`config.mk`:
```
export PLATFORM = sky130hd
export DESIGN_NAME = ptx_device_flat
export DESIGN_NICKNAME = d
export VERILOG_FILES = /design/src/ptx_pkg.sv /design/src/ptx_link_if.sv /design/src/ptx_device.sv /design/src/flat_wrapper.sv
export VERILOG_INCLUDE_DIRS = /design/src
export SDC_FILE = /design/constraint.sdc
export NUM_CORES = 1
export LEC_CHECK = 0
export ABC_CLOCK_PERIOD_IN_PS = 3800
export BUFFER_PORTS_ARGS = -buffer_cell sky130_fd_sc_hd__buf_2
export CORE_AREA = 2 2 313 315
export DETAILED_ROUTE_END_ITERATION = 12
export DIE_AREA = 0 0 315 317
export HOLD_SLACK_MARGIN = 0.1
export PLACE_DENSITY = 0.83
export SETUP_SLACK_MARGIN = 0.3
export SLEW_MARGIN = 20
export SYNTH_ARGS = -nofsm -noshare
export SYNTH_HDL_FRONTEND = slang
export SYNTH_SLANG_ARGS = --single-unit
```
`constraint.sdc`:
```
create_clock -name clk -period 3.8 [get_ports clk]
set_input_delay 0.19 -clock clk [delete_from_list [all_inputs] [get_ports clk]]
set_output_delay 0.19 -clock clk [all_outputs]
set_load 0.01 [all_outputs]
```
`src/ptx_defs.svh`:
```
// constants for the packet transmit port link and its two ends
`ifndef PTX_DEFS_SVH
`define PTX_DEFS_SVH

`define PTX_NUM_PORTS 4
`define PTX_WORD_W 16
`define PTX_ADDR_W 5
`define PTX_WM_W 8
`define PTX_FIFO_DEPTH 16
`define PTX_NULL_ADDR 5'h1f
`define PTX_BASE_ADDR 5'h00
`define PTX_ABORT_BYTE0 8'h7d
`define PTX_ABORT_BYTE1 8'h7e
// fifo entry layout: {abort, one_byte, eop, word}
`define PTX_ENT_W 19
`define PTX_ENT_EOP 16
`define PTX_ENT_ONE 17
`define PTX_ENT_ABT 18

`endif

```
`src/ptx_pkg.sv`:
```
// types shared by the packet transmit port ends
package ptx_pkg;

    typedef enum logic [2:0] {
        PTX_IDLE = 3'b000,
        PTX_HI = 3'b001,
        PTX_LO = 3'b010,
        PTX_ABT0 = 3'b011,
        PTX_ABT1 = 3'b100
    } ptx_drain_type;

endpackage

```
`src/ptx_link_if.sv`:
```
// pin bundle between the link-side writer and the packet transmit port
`timescale 1ns/1ps
`default_nettype none
`include "ptx_defs.svh"

interface ptx_link_if;
    logic [`PTX_WORD_W-1:0] tx_word_bus;
    logic tx_write_enable_n;
    logic [`PTX_ADDR_W-1:0] tx_port_select;
    logic tx_start_of_pkt;
    logic tx_end_of_pkt;
    logic tx_last_word_size;
    logic tx_abort_flag;
    logic [`PTX_NUM_PORTS-1:0] direct_tx_pkt_avail;

    modport dev (
        input tx_word_bus,
        input tx_write_enable_n,
        input tx_port_select,
        input tx_start_of_pkt,
        input tx_end_of_pkt,
        input tx_last_word_size,
        input tx_abort_flag,
        output direct_tx_pkt_avail
    );

    modport host (
        output tx_word_bus,
        output tx_write_enable_n,
        output tx_port_select,
        output tx_start_of_pkt,
        output tx_end_of_pkt,
        output tx_last_word_size,
        output tx_abort_flag,
        input direct_tx_pkt_avail
    );
endinterface

`default_nettype wire

```
`src/ptx_device.sv`:
```
// packet transmit port: per-port fifos, availability flags, drain with abort
//
// Summary of operation
// [RL1] one availability output per port, four ports
// [RL2] raise availability at low water-mark free room
// [RL3] drop availability at high water-mark near full
// [RL4] availability outputs change only on clock edges
// [RL5] word size only meaningful with end flag
// [RL6] writer sends full words except the last
// [RL7] size high keeps upper byte only
// [RL8] end, size, abort valid only when written here
// [RL9] end, size, abort sampled on rising clock
// [RL10] end flag marks the packet's final word
// [RL11] start and end in one word allowed
// [RL12] writer raises abort only on last word
// [RL13] aborted packet gets 7d 7e appended
// [RL14] null or foreign address means not selected
// [RL15] size and abort ignored without end flag
`timescale 1ns/1ps
`default_nettype none
`include "ptx_defs.svh"

// ----------------------------------------------------------------
// flip-flop fifo
// ----------------------------------------------------------------
module ptx_fifo #(
    parameter int WIDTH = `PTX_ENT_W,
    parameter int DEPTH = `PTX_FIFO_DEPTH
) (
    // clock and reset
    input wire logic clk,
    input wire logic nrst,
    // fill side
    input wire logic s_valid,
    output logic s_ready,
    input wire logic [WIDTH-1:0] s_data,
    // drain side
    output logic m_valid,
    input wire logic m_ready,
    output logic [WIDTH-1:0] m_data,
    // occupancy
    output logic [$clog2(DEPTH+1)-1:0] level
);
    localparam int AW = $clog2(DEPTH);

    if (DEPTH < 2 || (1 << AW) != DEPTH) begin : g_bad_depth
        $error("ptx_fifo depth must be a power of two, at least 2");
    end

    logic [WIDTH-1:0] mem_r [DEPTH];
    logic [AW-1:0] wr_ptr_r;
    logic [AW-1:0] rd_ptr_r;
    logic [$clog2(DEPTH+1)-1:0] cnt_r;
    logic push;
    logic pop;

    assign s_ready = (cnt_r != DEPTH[$clog2(DEPTH+1)-1:0]);
    assign m_valid = (cnt_r != '0);
    assign m_data = mem_r[rd_ptr_r];
    assign level = cnt_r;
    assign push = s_valid && s_ready;
    assign pop = m_valid && m_ready;

    always_ff @(posedge clk) begin
        if (push) begin
            mem_r[wr_ptr_r] <= s_data;
        end
    end

    always_ff @(posedge clk) begin
        if (!nrst) begin
            wr_ptr_r <= '0;
            rd_ptr_r <= '0;
            cnt_r <= '0;
        end else begin
            if (push) begin
                wr_ptr_r <= wr_ptr_r + 1'b1;
            end
            if (pop) begin
                rd_ptr_r <= rd_ptr_r + 1'b1;
            end
            if (push && !pop) begin
                cnt_r <= cnt_r + 1'b1;
            end else if (pop && !push) begin
                cnt_r <= cnt_r - 1'b1;
            end
        end
    end
endmodule

// ----------------------------------------------------------------
// device end
// ----------------------------------------------------------------
module ptx_device
    import ptx_pkg::*;
#(
    parameter logic [`PTX_ADDR_W-1:0] BASE_ADDR = `PTX_BASE_ADDR,
    parameter int NUM_PORTS = `PTX_NUM_PORTS,
    parameter int DEPTH = `PTX_FIFO_DEPTH
) (
    // clock and reset
    input wire logic clk,
    input wire logic nrst,
    // link pins
    ptx_link_if.dev lnk,
    // water-marks, in free fifo words
    input wire logic [`PTX_WM_W-1:0] avail_low_watermark,
    input wire logic [`PTX_WM_W-1:0] avail_high_watermark,
    // outgoing byte stream
    output logic out_valid,
    input wire logic out_ready,
    output logic [7:0] out_byte,
    output logic [1:0] out_port,
    output logic out_last
);
    localparam int LW = $clog2(DEPTH+1);

    if (NUM_PORTS != `PTX_NUM_PORTS) begin : g_bad_ports
        $error("ptx_device serves exactly four ports");
    end
    if (int'(BASE_ADDR) + NUM_PORTS > int'(`PTX_NULL_ADDR)) begin : g_bad_base
        $error("ptx_device address range overlaps the null address");
    end
    if (DEPTH > 255) begin : g_bad_room
        $error("ptx_device free-word count is eight bits wide");
    end

    // ------------------------------------------------------------
    // address decode and write qualification
    // ------------------------------------------------------------
    logic [`PTX_ADDR_W:0] addr_ext;
    logic [`PTX_ADDR_W:0] addr_off;
    logic selected;
    logic wr_ok;
    logic [`PTX_ENT_W-1:0] entry;

    assign addr_ext = {1'b0, lnk.tx_port_select};
    assign addr_off = addr_ext - {1'b0, BASE_ADDR};
    assign selected = (lnk.tx_port_select != `PTX_NULL_ADDR) &&
                      (lnk.tx_port_select >= BASE_ADDR) &&
                      (addr_off < 6'(NUM_PORTS)); // RL14
    assign wr_ok = !lnk.tx_write_enable_n && selected; // RL8
    // size and abort only stored alongside an end flag
    assign entry = {lnk.tx_abort_flag && lnk.tx_end_of_pkt, // RL15
                    lnk.tx_last_word_size && lnk.tx_end_of_pkt, // RL5
                    lnk.tx_end_of_pkt, // RL10 RL11
                    lnk.tx_word_bus};

    // ------------------------------------------------------------
    // per-port fifos and availability flags
    // ------------------------------------------------------------
    // nets: each bit or entry has its own driver in the port loop; f_pop is a variable set in the drain logic
    wire logic [NUM_PORTS-1:0] f_valid;
    logic [NUM_PORTS-1:0] f_pop;
    wire logic [`PTX_ENT_W-1:0] f_head [NUM_PORTS];
    wire logic [NUM_PORTS-1:0] avail_all;

    for (genvar i = 0; i < NUM_PORTS; i++) begin : g_port
        logic [LW-1:0] lvl;
        logic [`PTX_WM_W-1:0] free_w;
        logic flag_r;

        ptx_fifo #(
            .WIDTH(`PTX_ENT_W),
            .DEPTH(DEPTH)
        ) u_fifo (
            .clk(clk),
            .nrst(nrst),
            .s_valid(wr_ok && (addr_off == 6'(i))), // RL9
            .s_ready(),
            .s_data(entry),
            .m_valid(f_valid[i]),
            .m_ready(f_pop[i]),
            .m_data(f_head[i]),
            .level(lvl)
        );

        assign free_w = `PTX_WM_W'(DEPTH) - `PTX_WM_W'(lvl);

        // falling test first: overrun protection beats hysteresis
        always_ff @(posedge clk) begin
            if (!nrst) begin
                flag_r <= 1'b0;
            end else if (free_w <= avail_high_watermark) begin
                flag_r <= 1'b0; // RL3
            end else if (free_w >= avail_low_watermark) begin
                flag_r <= 1'b1; // RL2
            end
        end

        assign avail_all[i] = flag_r;
    end

    assign lnk.direct_tx_pkt_avail = avail_all; // RL1 RL4

    // ------------------------------------------------------------
    // drain: one packet at a time, ports taken in rotation
    // ------------------------------------------------------------
    ptx_drain_type state_r;
    logic [1:0] cur_r;
    logic [1:0] next_port;
    logic found;
    logic [`PTX_ENT_W-1:0] head;
    logic slot_free;
    logic out_valid_r;
    logic [7:0] out_byte_r;
    logic [1:0] out_port_r;
    logic out_last_r;

    assign head = f_head[cur_r];
    assign slot_free = !out_valid_r || out_ready;

    // rotating search from the port after the last one served
    always_comb begin
        logic [1:0] cand;
        cand = '0;
        next_port = cur_r;
        found = 1'b0;
        for (int k = 1; k <= NUM_PORTS; k++) begin
            cand = cur_r + 2'(k);
            if (!found && f_valid[cand]) begin
                next_port = cand;
                found = 1'b1;
            end
        end
    end

    always_comb begin
        f_pop = '0;
        if (slot_free && f_valid[cur_r]) begin
            if (state_r == PTX_LO ||
                (state_r == PTX_HI && head[`PTX_ENT_EOP] && head[`PTX_ENT_ONE])) begin
                f_pop[cur_r] = 1'b1;
            end
        end
    end

    always_ff @(posedge clk) begin
        if (!nrst) begin
            state_r <= PTX_IDLE;
            cur_r <= '0;
        end else begin
            case (state_r)
                PTX_IDLE: begin
                    if (found) begin
                        cur_r <= next_port;
                        state_r <= PTX_HI;
                    end
                end
                PTX_HI: begin
                    if (slot_free && f_valid[cur_r]) begin
                        if (head[`PTX_ENT_EOP] && head[`PTX_ENT_ONE]) begin
                            state_r <= head[`PTX_ENT_ABT] ? PTX_ABT0 : PTX_IDLE; // RL7
                        end else begin
                            state_r <= PTX_LO;
                        end
                    end
                end
                PTX_LO: begin
                    if (slot_free && f_valid[cur_r]) begin
                        if (head[`PTX_ENT_EOP]) begin
                            state_r <= head[`PTX_ENT_ABT] ? PTX_ABT0 : PTX_IDLE; // RL13
                        end else begin
                            state_r <= PTX_HI;
                        end
                    end
                end
                PTX_ABT0: begin
                    if (slot_free) begin
                        state_r <= PTX_ABT1;
                    end
                end
                PTX_ABT1: begin
                    if (slot_free) begin
                        state_r <= PTX_IDLE;
                    end
                end
                default: begin
                    state_r <= PTX_IDLE;
                end
            endcase
        end
    end

    // output byte register, held until taken
    always_ff @(posedge clk) begin
        if (!nrst) begin
            out_valid_r <= 1'b0;
            out_byte_r <= '0;
            out_port_r <= '0;
            out_last_r <= 1'b0;
        end else if (slot_free) begin
            out_valid_r <= 1'b0;
            out_port_r <= cur_r;
            if ((state_r == PTX_HI || state_r == PTX_LO) && f_valid[cur_r]) begin
                out_valid_r <= 1'b1;
                out_byte_r <= (state_r == PTX_HI) ? head[15:8] : head[7:0];
                out_last_r <= head[`PTX_ENT_EOP] && !head[`PTX_ENT_ABT] &&
                              (state_r == PTX_LO || head[`PTX_ENT_ONE]);
            end else if (state_r == PTX_ABT0) begin
                out_valid_r <= 1'b1;
                out_byte_r <= `PTX_ABORT_BYTE0; // RL13
                out_last_r <= 1'b0;
            end else if (state_r == PTX_ABT1) begin
                out_valid_r <= 1'b1;
                out_byte_r <= `PTX_ABORT_BYTE1; // RL13
                out_last_r <= 1'b1;
            end
        end
    end

    assign out_valid = out_valid_r;
    assign out_byte = out_byte_r;
    assign out_port = out_port_r;
    assign out_last = out_last_r;
endmodule

`default_nettype wire

```
`src/flat_wrapper.sv`:
```
// flat-port wrapper written by rule: the top's interface ports become plain ports
module ptx_device_flat import ptx_pkg::*;
#(
    parameter logic [`PTX_ADDR_W-1:0] BASE_ADDR = `PTX_BASE_ADDR,
    parameter int NUM_PORTS = `PTX_NUM_PORTS,
    parameter int DEPTH = `PTX_FIFO_DEPTH
)
  (clk, nrst, avail_low_watermark, avail_high_watermark, out_valid, out_ready, out_byte, out_port, out_last, lnk_tx_word_bus, lnk_tx_write_enable_n, lnk_tx_port_select, lnk_tx_start_of_pkt, lnk_tx_end_of_pkt, lnk_tx_last_word_size, lnk_tx_abort_flag, lnk_direct_tx_pkt_avail);
  ptx_link_if lnk_i ();
  input wire logic clk;
  input wire logic nrst;
  input wire logic [`PTX_WM_W-1:0] avail_low_watermark;
  input wire logic [`PTX_WM_W-1:0] avail_high_watermark;
  output logic out_valid;
  input wire logic out_ready;
  output logic [7:0] out_byte;
  output logic [1:0] out_port;
  output logic out_last;
  input wire logic [$bits(lnk_i.tx_word_bus)-1:0] lnk_tx_word_bus;
  input wire logic [$bits(lnk_i.tx_write_enable_n)-1:0] lnk_tx_write_enable_n;
  input wire logic [$bits(lnk_i.tx_port_select)-1:0] lnk_tx_port_select;
  input wire logic [$bits(lnk_i.tx_start_of_pkt)-1:0] lnk_tx_start_of_pkt;
  input wire logic [$bits(lnk_i.tx_end_of_pkt)-1:0] lnk_tx_end_of_pkt;
  input wire logic [$bits(lnk_i.tx_last_word_size)-1:0] lnk_tx_last_word_size;
  input wire logic [$bits(lnk_i.tx_abort_flag)-1:0] lnk_tx_abort_flag;
  output wire logic [$bits(lnk_i.direct_tx_pkt_avail)-1:0] lnk_direct_tx_pkt_avail;
  assign lnk_i.tx_word_bus = lnk_tx_word_bus;
  assign lnk_i.tx_write_enable_n = lnk_tx_write_enable_n;
  assign lnk_i.tx_port_select = lnk_tx_port_select;
  assign lnk_i.tx_start_of_pkt = lnk_tx_start_of_pkt;
  assign lnk_i.tx_end_of_pkt = lnk_tx_end_of_pkt;
  assign lnk_i.tx_last_word_size = lnk_tx_last_word_size;
  assign lnk_i.tx_abort_flag = lnk_tx_abort_flag;
  assign lnk_direct_tx_pkt_avail = lnk_i.direct_tx_pkt_avail;
  ptx_device #(.BASE_ADDR(BASE_ADDR), .NUM_PORTS(NUM_PORTS), .DEPTH(DEPTH)) u_core (.clk(clk), .nrst(nrst), .lnk(lnk_i), .avail_low_watermark(avail_low_watermark), .avail_high_watermark(avail_high_watermark), .out_valid(out_valid), .out_ready(out_ready), .out_byte(out_byte), .out_port(out_port), .out_last(out_last));
endmodule
```
==> impl_metrics.yaml, run 1 <==
critical_path:
  arrival_ps: 4530
  ff2ff_path_depth: 16
  worstPathRequired_ps: 4430
  cp.depth: 16
  r2r_slack_ps: -100
  slowest_delay_ps: 560
  path_delay_family: "compound AO/OA/AOI/OAI gates"
  timing.rr.end: "u_core.g_port[2].u_fifo.level[4]"
  endpoint_kind: "flop"
  path_class: "flop to flop"
  path_cells: "buf_4 -> mux4_2 -> o2111ai_2 -> o311a_1 -> a221oi_4 -> o21ai_4 -> nor2_4 -> inv_2 -> ha_4 -> inv_6 -> fa_2 -> a21o_1 -> a21oi_2 -> xnor2_1 -> or3_1 -> a21oi_1"
  worstPathMaxFanout: 10
  start_kind: "flop"
  path_buf_inv: 3
  critPathSlowestCell: "mux4_2"
clocking:
  cts-root-buf: "clkbuf_16"
  clkSinkCount: 1305
  cts.path.max_buffers: 3
  cts_tree: "built"
  worstSkewPairLatency_ps: 720
  htree_levels: 3
  path_clk_slew_ps: 70
  numCtsBuffers: 121
logic_synthesis:
  synth-seq-cells: 1305
  synth_fp_nets: 2739
  seq_area_frac_synth: 0.7263
  async_flop_share: 0
  synth_edf_count: 1216
  syn_area_per_cell_sq_um: 20.49
  synth-main-ff-cell: "edfxtp_1"
  synth_area_leader_cell: "edfxtp_1"
  syn_inst: 2573
  yosysWarnings: 0
  synth_area_sq_um: 52730
  synth_top_area_frac: 0.6925
  ys_types: 56
  synthTopCellsByArea: "edfxtp_1 69%, mux4_2 16%, dfxtp_1 3.4%, ha_1 2.8%, mux2i_1 1.2%"
detailed_routing:
  routed_wl_um: 146400
  drt_iter0_drc: 4223
  vias: 28800
  wl_per_cell_um: 34.63
  drt_first_pass_iters: 6
  vias_per_cell: 6.811
  ant_nets: 0
  drc_errors: 0
timing:
  fmax_mhz: 256.1
  finalMaxSlewViolations: 0
  max_slew_margin: 0.2110
  fin_ws_ps: -104.1
  hold_viol: 0
  worstMarginPinSlew_ps: 1182
  fin_crit_ps: 3904
  setup_viol: 5
  clock_skew_ps: 34.06
  min_period_over_period: 1.027
  whs_ps: 66.56
  rsz0062_at_grt: "yes"
power:
  p_per_area_nw_per_um2: 482.9
  p_leak_uw: 0.01928
  irDropWorstVdd_uv: 389.0
  p_total_uw: 29210
grt:
  grt_pass1_wl_um: 208000
  track_usage: 0.2938
  grt_pass1_vias: 29090
  antenna_found_initial: 9
  grt_overflow: 0
  grt_max_degree: 65
hold_path:
  hold_depth: 1
  hold_start: "lnk_tx_word_bus[1]"
  min_path_type: "primary input to flop"
  whs_endpoint: "u_core.g_port[3].u_fifo.mem_r[15][1]"
cells_and_area:
  n_fill_cell: 5948
  layout-drive-gt1-share: 0.3297
  post-route-util: 0.6283
  final_nets: 3019
  syn2layout_area_growth_pct: 14.72
die:
  rows: 114
  die_h_um: 317
  dieArea_sq_um: 99860
  coreArea_sq_um: 96280
  die_x_um: 315
  io_pins: 61
  start_util: 0.5476
job:
  cap_viol_max_count: 0
placed_design:
  gp_congestion: 0.8876
  numPortBuffers: 59
  dp_hpwl_um: 73940
run_status:
  violations: "setup timing"
  outcome: "complete, but fails checks"
## worst reg2reg max path: stages, from the launching register on
cell,delay [ps]
dfxtp_4,420
buf_4,220
mux4_2,570
o2111ai_2,270
o311a_1,300
a221oi_4,100
o21ai_4,350
nor2_4,70
inv_2,90
ha_4,160
inv_6,50
fa_2,360
a21o_1,180
a21oi_2,140
xnor2_1,80
or3_1,310
a21oi_1,140
## cell families (layout without fill, tap and decap cells)
logic type	Yosys count	count (layout)	synth area share
flops	1305	1305	0.7263
mux	447	447	0.1744
simple gates	317	317	0.02964
buf+inv	187	565	0.01550
compound gates	159	159	0.01875
fa+ha+maj	121	121	0.02928
xor+xnor	37	37	0.006146
other cells	0	1	0
## sequential cells by signal, indices dropped and copies added (netlist names), named ones only
| register | count |
|---|---|
| u_core.g_port.u_fifo.rd_ptr_r | 16 |
| u_core.out_byte | 8 |
| u_core.g_port.u_fifo.level | 20 |
| u_core.out_last | 1 |
| u_core.out_valid | 1 |
| u_core.g_port.u_fifo.wr_ptr_r | 16 |
| u_core.out_port | 2 |
| u_core.g_port.flag_r | 4 |
| u_core.state_r | 3 |
| u_core.g_port.u_fifo.mem_r | 1216 |
| u_core.cur_r | 2 |
## power breakdown
group | switching [uW] | leakage, uW | internal (uW)
Combinational | 1000 | 0.00581 | 520
Sequential | 59.6 | 0.0116 | 15700
Clock | 5360 | 0.00185 | 6560
Total | 6420 | 0.0193 | 22800
## how the worst max path moves through the flow
stage               start                          endpoint
floorplan            flop  u_core.g_port[2].u_fifo.level[4]
global placement     flop  u_core.g_port[1].u_fifo.level[4]
detailed placement   flop  u_core.g_port[1].u_fifo.level[4]
CTS                  flop  u_core.g_port[0].u_fifo.level[4]
global route         flop  u_core.g_port[0].u_fifo.level[4]
finish               flop  u_core.g_port[2].u_fifo.level[4]
## area by class of cell
cell class                      count  area [sq um]  share of cell area
Sequential cell                  1305         38350              0.6340
Multi-Input combinational cell   1081         14290              0.2362
Clock buffer                      157          3214             0.05314
Timing Repair Buffer              283          2226             0.03680
Tap cell                         1276          1597             0.02639
Clock inverter                     64         573.1            0.009473
Inverter                           61         241.5            0.003992
Antenna cell                        1         2.502          0.00004137
## synth_stat cells, types with 10 or more instances
library cell	number
a21o_1	27
a21oi_1	53
and2_1	10
buf_1	24
buf_2	38
buf_4	12
clkbuf_1	49
dfxtp_1	89
edfxtp_1	1216
ha_1	117
inv_1	60
mux2i_1	62
mux4_2	375
nand2_1	53
nand2b_1	33
nand3_1	11
nand4_1	13
nor2_1	110
nor2b_1	17
nor3_1	31
nor3b_1	11
o21ai_0	38
xnor2_1	20
xor2_1	17
## layout by cell type (no fill, tap or decap), types with 14 or more instances in the layout
cell / n
inv_1: 47
dfxtp_1: 70
mux2i_1: 55
clkinv_1: 23
dlygate4sd3_1: 20
nor2b_1: 17
nor2_2: 43
buf_2: 45
nor3_1: 14
mux4_2: 375
o21ai_0: 37
nand2b_1: 33
buf_4: 189
edfxtp_1: 1216
buf_6: 22
a21o_1: 27
nand2_1: 53
clkbuf_16: 122
ha_1: 96
xnor2_1: 17
nor2_1: 66
xor2_1: 17
nor3_2: 14
clkbuf_1: 32
clkinv_2: 20
a21oi_1: 43
## metal layers
metal	global-route usage	part of all wire	vias to the layer above
met4	0.1475	0.058	8
met1	0.3619	0.33	14750
met3	0.06600	0.12	505
met5	0	0.00034	-
met2	0.4940	0.50	2422
li1	-	-	11110
## what timing repair did
| item | in CTS | in global routing |
|---|---|---|
| cloned | 0 | 0 |
| setup buffers | 25 | 6 |
| resized for setup | 63 | 32 |
| hold buffers | 13 | 7 |
| pin swaps | 32 | 12 |
| hold endpoints to repair | 19 | 83 |
| setup endpoints to repair | 23 | 23 |
## metrics by stage
step | cell area [sq um] | worst slack [ps] | std cells | setup TNS [ps]
after detailed placement | 55710 | -365.6 | 3955 | -2266
after global placement | 55710 | -222.9 | 3955 | -749.2
after global routing | 60490 | -178.1 | 4227 | -1326
final | 60490 | -104.1 | 4228 | -435.0
after floorplan | 52940 | 157.9 | 2573 | 0
after CTS | 60190 | -20.53 | 4214 | -24.45
No activity file was read; power rests on OpenSTA's default activity.
==> run 2, diff against run 1 <==
- ABC_CLOCK_PERIOD_IN_PS: 3800 -> 4150
- MAX_ROUTING_LAYER: unset -> met4
- PLACE_DENSITY: 0.83 -> 0.81
- clock period: 3.8 -> 4.15 ns (I/O delays scaled with it)
==> run 2 against run 1 <==
  * The flow now finishes without violations
  * Fmax is 2.4% lower
  * Combinational power down 19%
  * Largest power group unchanged
  * Via count fell by 3.8%
  * Highest routed layer is now met4
  * Die area is the same
  * Cell count decreased by 0.59%
  * Clock power about the same
  * Cell area down 0.18%
==> impl_metrics.yaml, run 2 (synthesis results as in run 1) <==
run_status:
  outcome: "finished, final reports clean"
critical_path:
  worstPathMaxFanout: 6
  start_kind: "flop"
  slowest_delay_ps: 510
  r2r_slack_ps: 150
  ff2ff_path_depth: 20
  endpoint_kind: "flop"
  worstPathRequired_ps: 4780
  path_common_cell: "buf_4"
  arrival_ps: 4630
  critPathSlowestCell: "mux4_2"
  path_cells: "buf_4 -> buf_4 -> mux4_2 -> nor2_2 -> o21ai_0 -> a211oi_1 -> buf_4 -> a221oi_2 -> o21ai_2 -> buf_6 -> nor2_4 -> inv_2 -> ha_4 -> inv_4 -> fa_2 -> a21o_1 -> a21oi_2 -> xnor2_2 -> or3_1 -> a21oi_2"
  path_class: "flop to flop"
  timing.rr.end: "u_core.g_port[1].u_fifo.level[4]"
hold_path:
  whs_endpoint: "u_core.g_port[3].u_fifo.mem_r[6][1]"
  hold_depth: 1
  min_path_type: "primary input to flop"
  hold_start: "lnk_tx_word_bus[1]"
power:
  p_per_area_nw_per_um2: 456.9
  switching_share: 0.2120
  comb_power_share: 0.045
  total_switching_power_uw: 5850
  p_total_uw: 27590
  power.internal_uw: 21740
  irDropWorstVdd_uv: 397.6
  p_leak_uw: 0.01928
  p_seq_frac: 0.525
  clkPwrFrac: 0.431
timing:
  fmax_mhz: 250.0
  max_slew_margin: 0.3190
  hold_viol: 0
  fin_ws_ps: 149.7
  clock_skew_ps: 30.80
  worstMarginPinSlew_ps: 1020
  rsz0062_at_grt: "yes"
  fin_crit_ps: 4000
  setup_viol: 0
  whs_ps: 80.33
  min_period_over_period: 0.9639
  finalMaxSlewViolations: 0
clocking:
  cts_tree: "built"
  cts-root-buf: "clkbuf_16"
  worstSkewPairLatency_ps: 710
  cts.path.max_buffers: 3
  path_clk_slew_ps: 70
  htree_levels: 3
  clkSinkCount: 1305
  numCtsBuffers: 120
cells_and_area:
  final_area_sq_um: 60380
  n_fill_cell: 6061
  largest_reg_flops: 1216
  regArea_sq_um: 38340
  layout-drive-gt1-share: 0.3210
  layout_common_cells: "1216 x edfxtp_1, 376 x mux4_2, 184 x buf_4, 121 x clkbuf_16, 108 x ha_1"
  largest_register: "u_core.g_port.u_fifo.mem_r"
  syn2layout_area_growth_pct: 14.52
  multi_input_area_sq_um: 14060
  final_common_cell: "edfxtp_1"
  final_nets: 2983
grt:
  grt_busiest_layer: "met2"
  grtUsageMet1: 0.3593
  track_usage: 0.2767
  grt_pass1_vias: 28120
  grt_overflow: 0
  grtUsageMet3: 0.05289
  grt_pass1_wl_um: 192700
  use_met2: 0.4472
  antenna_found_initial: 5
  grt_max_degree: 65
placed_design:
  numPortBuffers: 59
  pre_cts_slack_ps: -111.3
  place_area_sq_um: 55410
  gp_congestion: 0.8905
  dp_hpwl_um: 71750
detailed_routing:
  routed_wl_um: 132400
  drt_first_pass_iters: 6
  wl_per_cell_um: 31.50
  ant_nets: 0
  vias: 27700
  drc_errors: 0
  vias_per_cell: 6.590
  drt_iter0_drc: 3850
die:
  die_h_um: 317
  rows: 114
  io_pins: 61
  dieArea_sq_um: 99860
  start_util: 0.5476
  die_x_um: 315
  coreArea_sq_um: 96280
job:
  cap_viol_max_count: 0
-- run 2: changes by cell type in the layout (fill, tap and decap cells not counted), sizes merged --
cell         change
buf             -22
bufinv          +13
clkbuf           -7
clkinv           -1
clkinvlp         +1
diode            +4
dlygate4sd3     -12
inv              -1
-- run 2: power groups by stage --
stage          Combinational [uW]  Sequential (uW)  Clock [uW]
2_1_floorplan                 621            14700           0
3_3_place_gp                 1070            14800           0
3_5_place_dp                 1140            14800           0
4_1_cts                      1190            14500       12000
5_1_grt                      1310            14500       12400
6_report                     1230            14500       11900
-- run 2: per-stage QoR --
step,std cells,TNS [ps],util
floorplan,2573,0,-
global placement,3931,-41.57,0.5755
detailed placement,3931,-203.7,0.5755
CTS,4183,0,0.6240
global route,4202,0,0.6271
finish,4203,0,0.6272
-- run 2: worst max-delay path by stage --
stage,start,endpoint,cells after the start
global placement,flop,u_core.g_port[0].u_fifo.level[4],20
global route,flop,u_core.g_port[1].u_fifo.level[4],20
finish,flop,u_core.g_port[1].u_fifo.level[4],20
CTS,flop,u_core.g_port[3].u_fifo.level[4],16
floorplan,u_core.g_port[3].u_fifo.level[0],u_core.g_port[2].u_fifo.level[4],18
detailed placement,flop,u_core.g_port[3].u_fifo.level[4],19
-- run 2: final cells by class --
cell class | count | share of cell area
sequential | 1305 | 0.6349
multi-input combinational | 1081 | 0.2328
clock buffer | 151 | 0.05367
timing repair buffer | 248 | 0.03106
tap | 1276 | 0.02644
clock inverter | 76 | 0.01695
inverter | 61 | 0.003916
antenna | 5 | 0.0002072
-- run 2: timing repair --
action | in CTS | in global routing
hold buffers | 5 | 3
resized for setup | 52 | 29
setup endpoints to repair | 10 | 10
setup buffers | 20 | 12
endpoints found under the hold margin | 23 | 10
pin swaps | 23 | 29
-- run 2: worst max-delay path: cells and delay by family, from the launching register on --
kind            cells  cell delay, ps
xor+xnor            1              90
compound gates      7            1120
fa+ha+maj           2             490
flops               1             410
simple gates        3             550
mux                 1             510
buf+inv             6             740
-- run 2: layer usage --
metal,wire [um],up-vias
met2,66770,1928
met3,13970,273
met4,4158,0
met5,0,-
li1,-,11060
met1,47510,14440
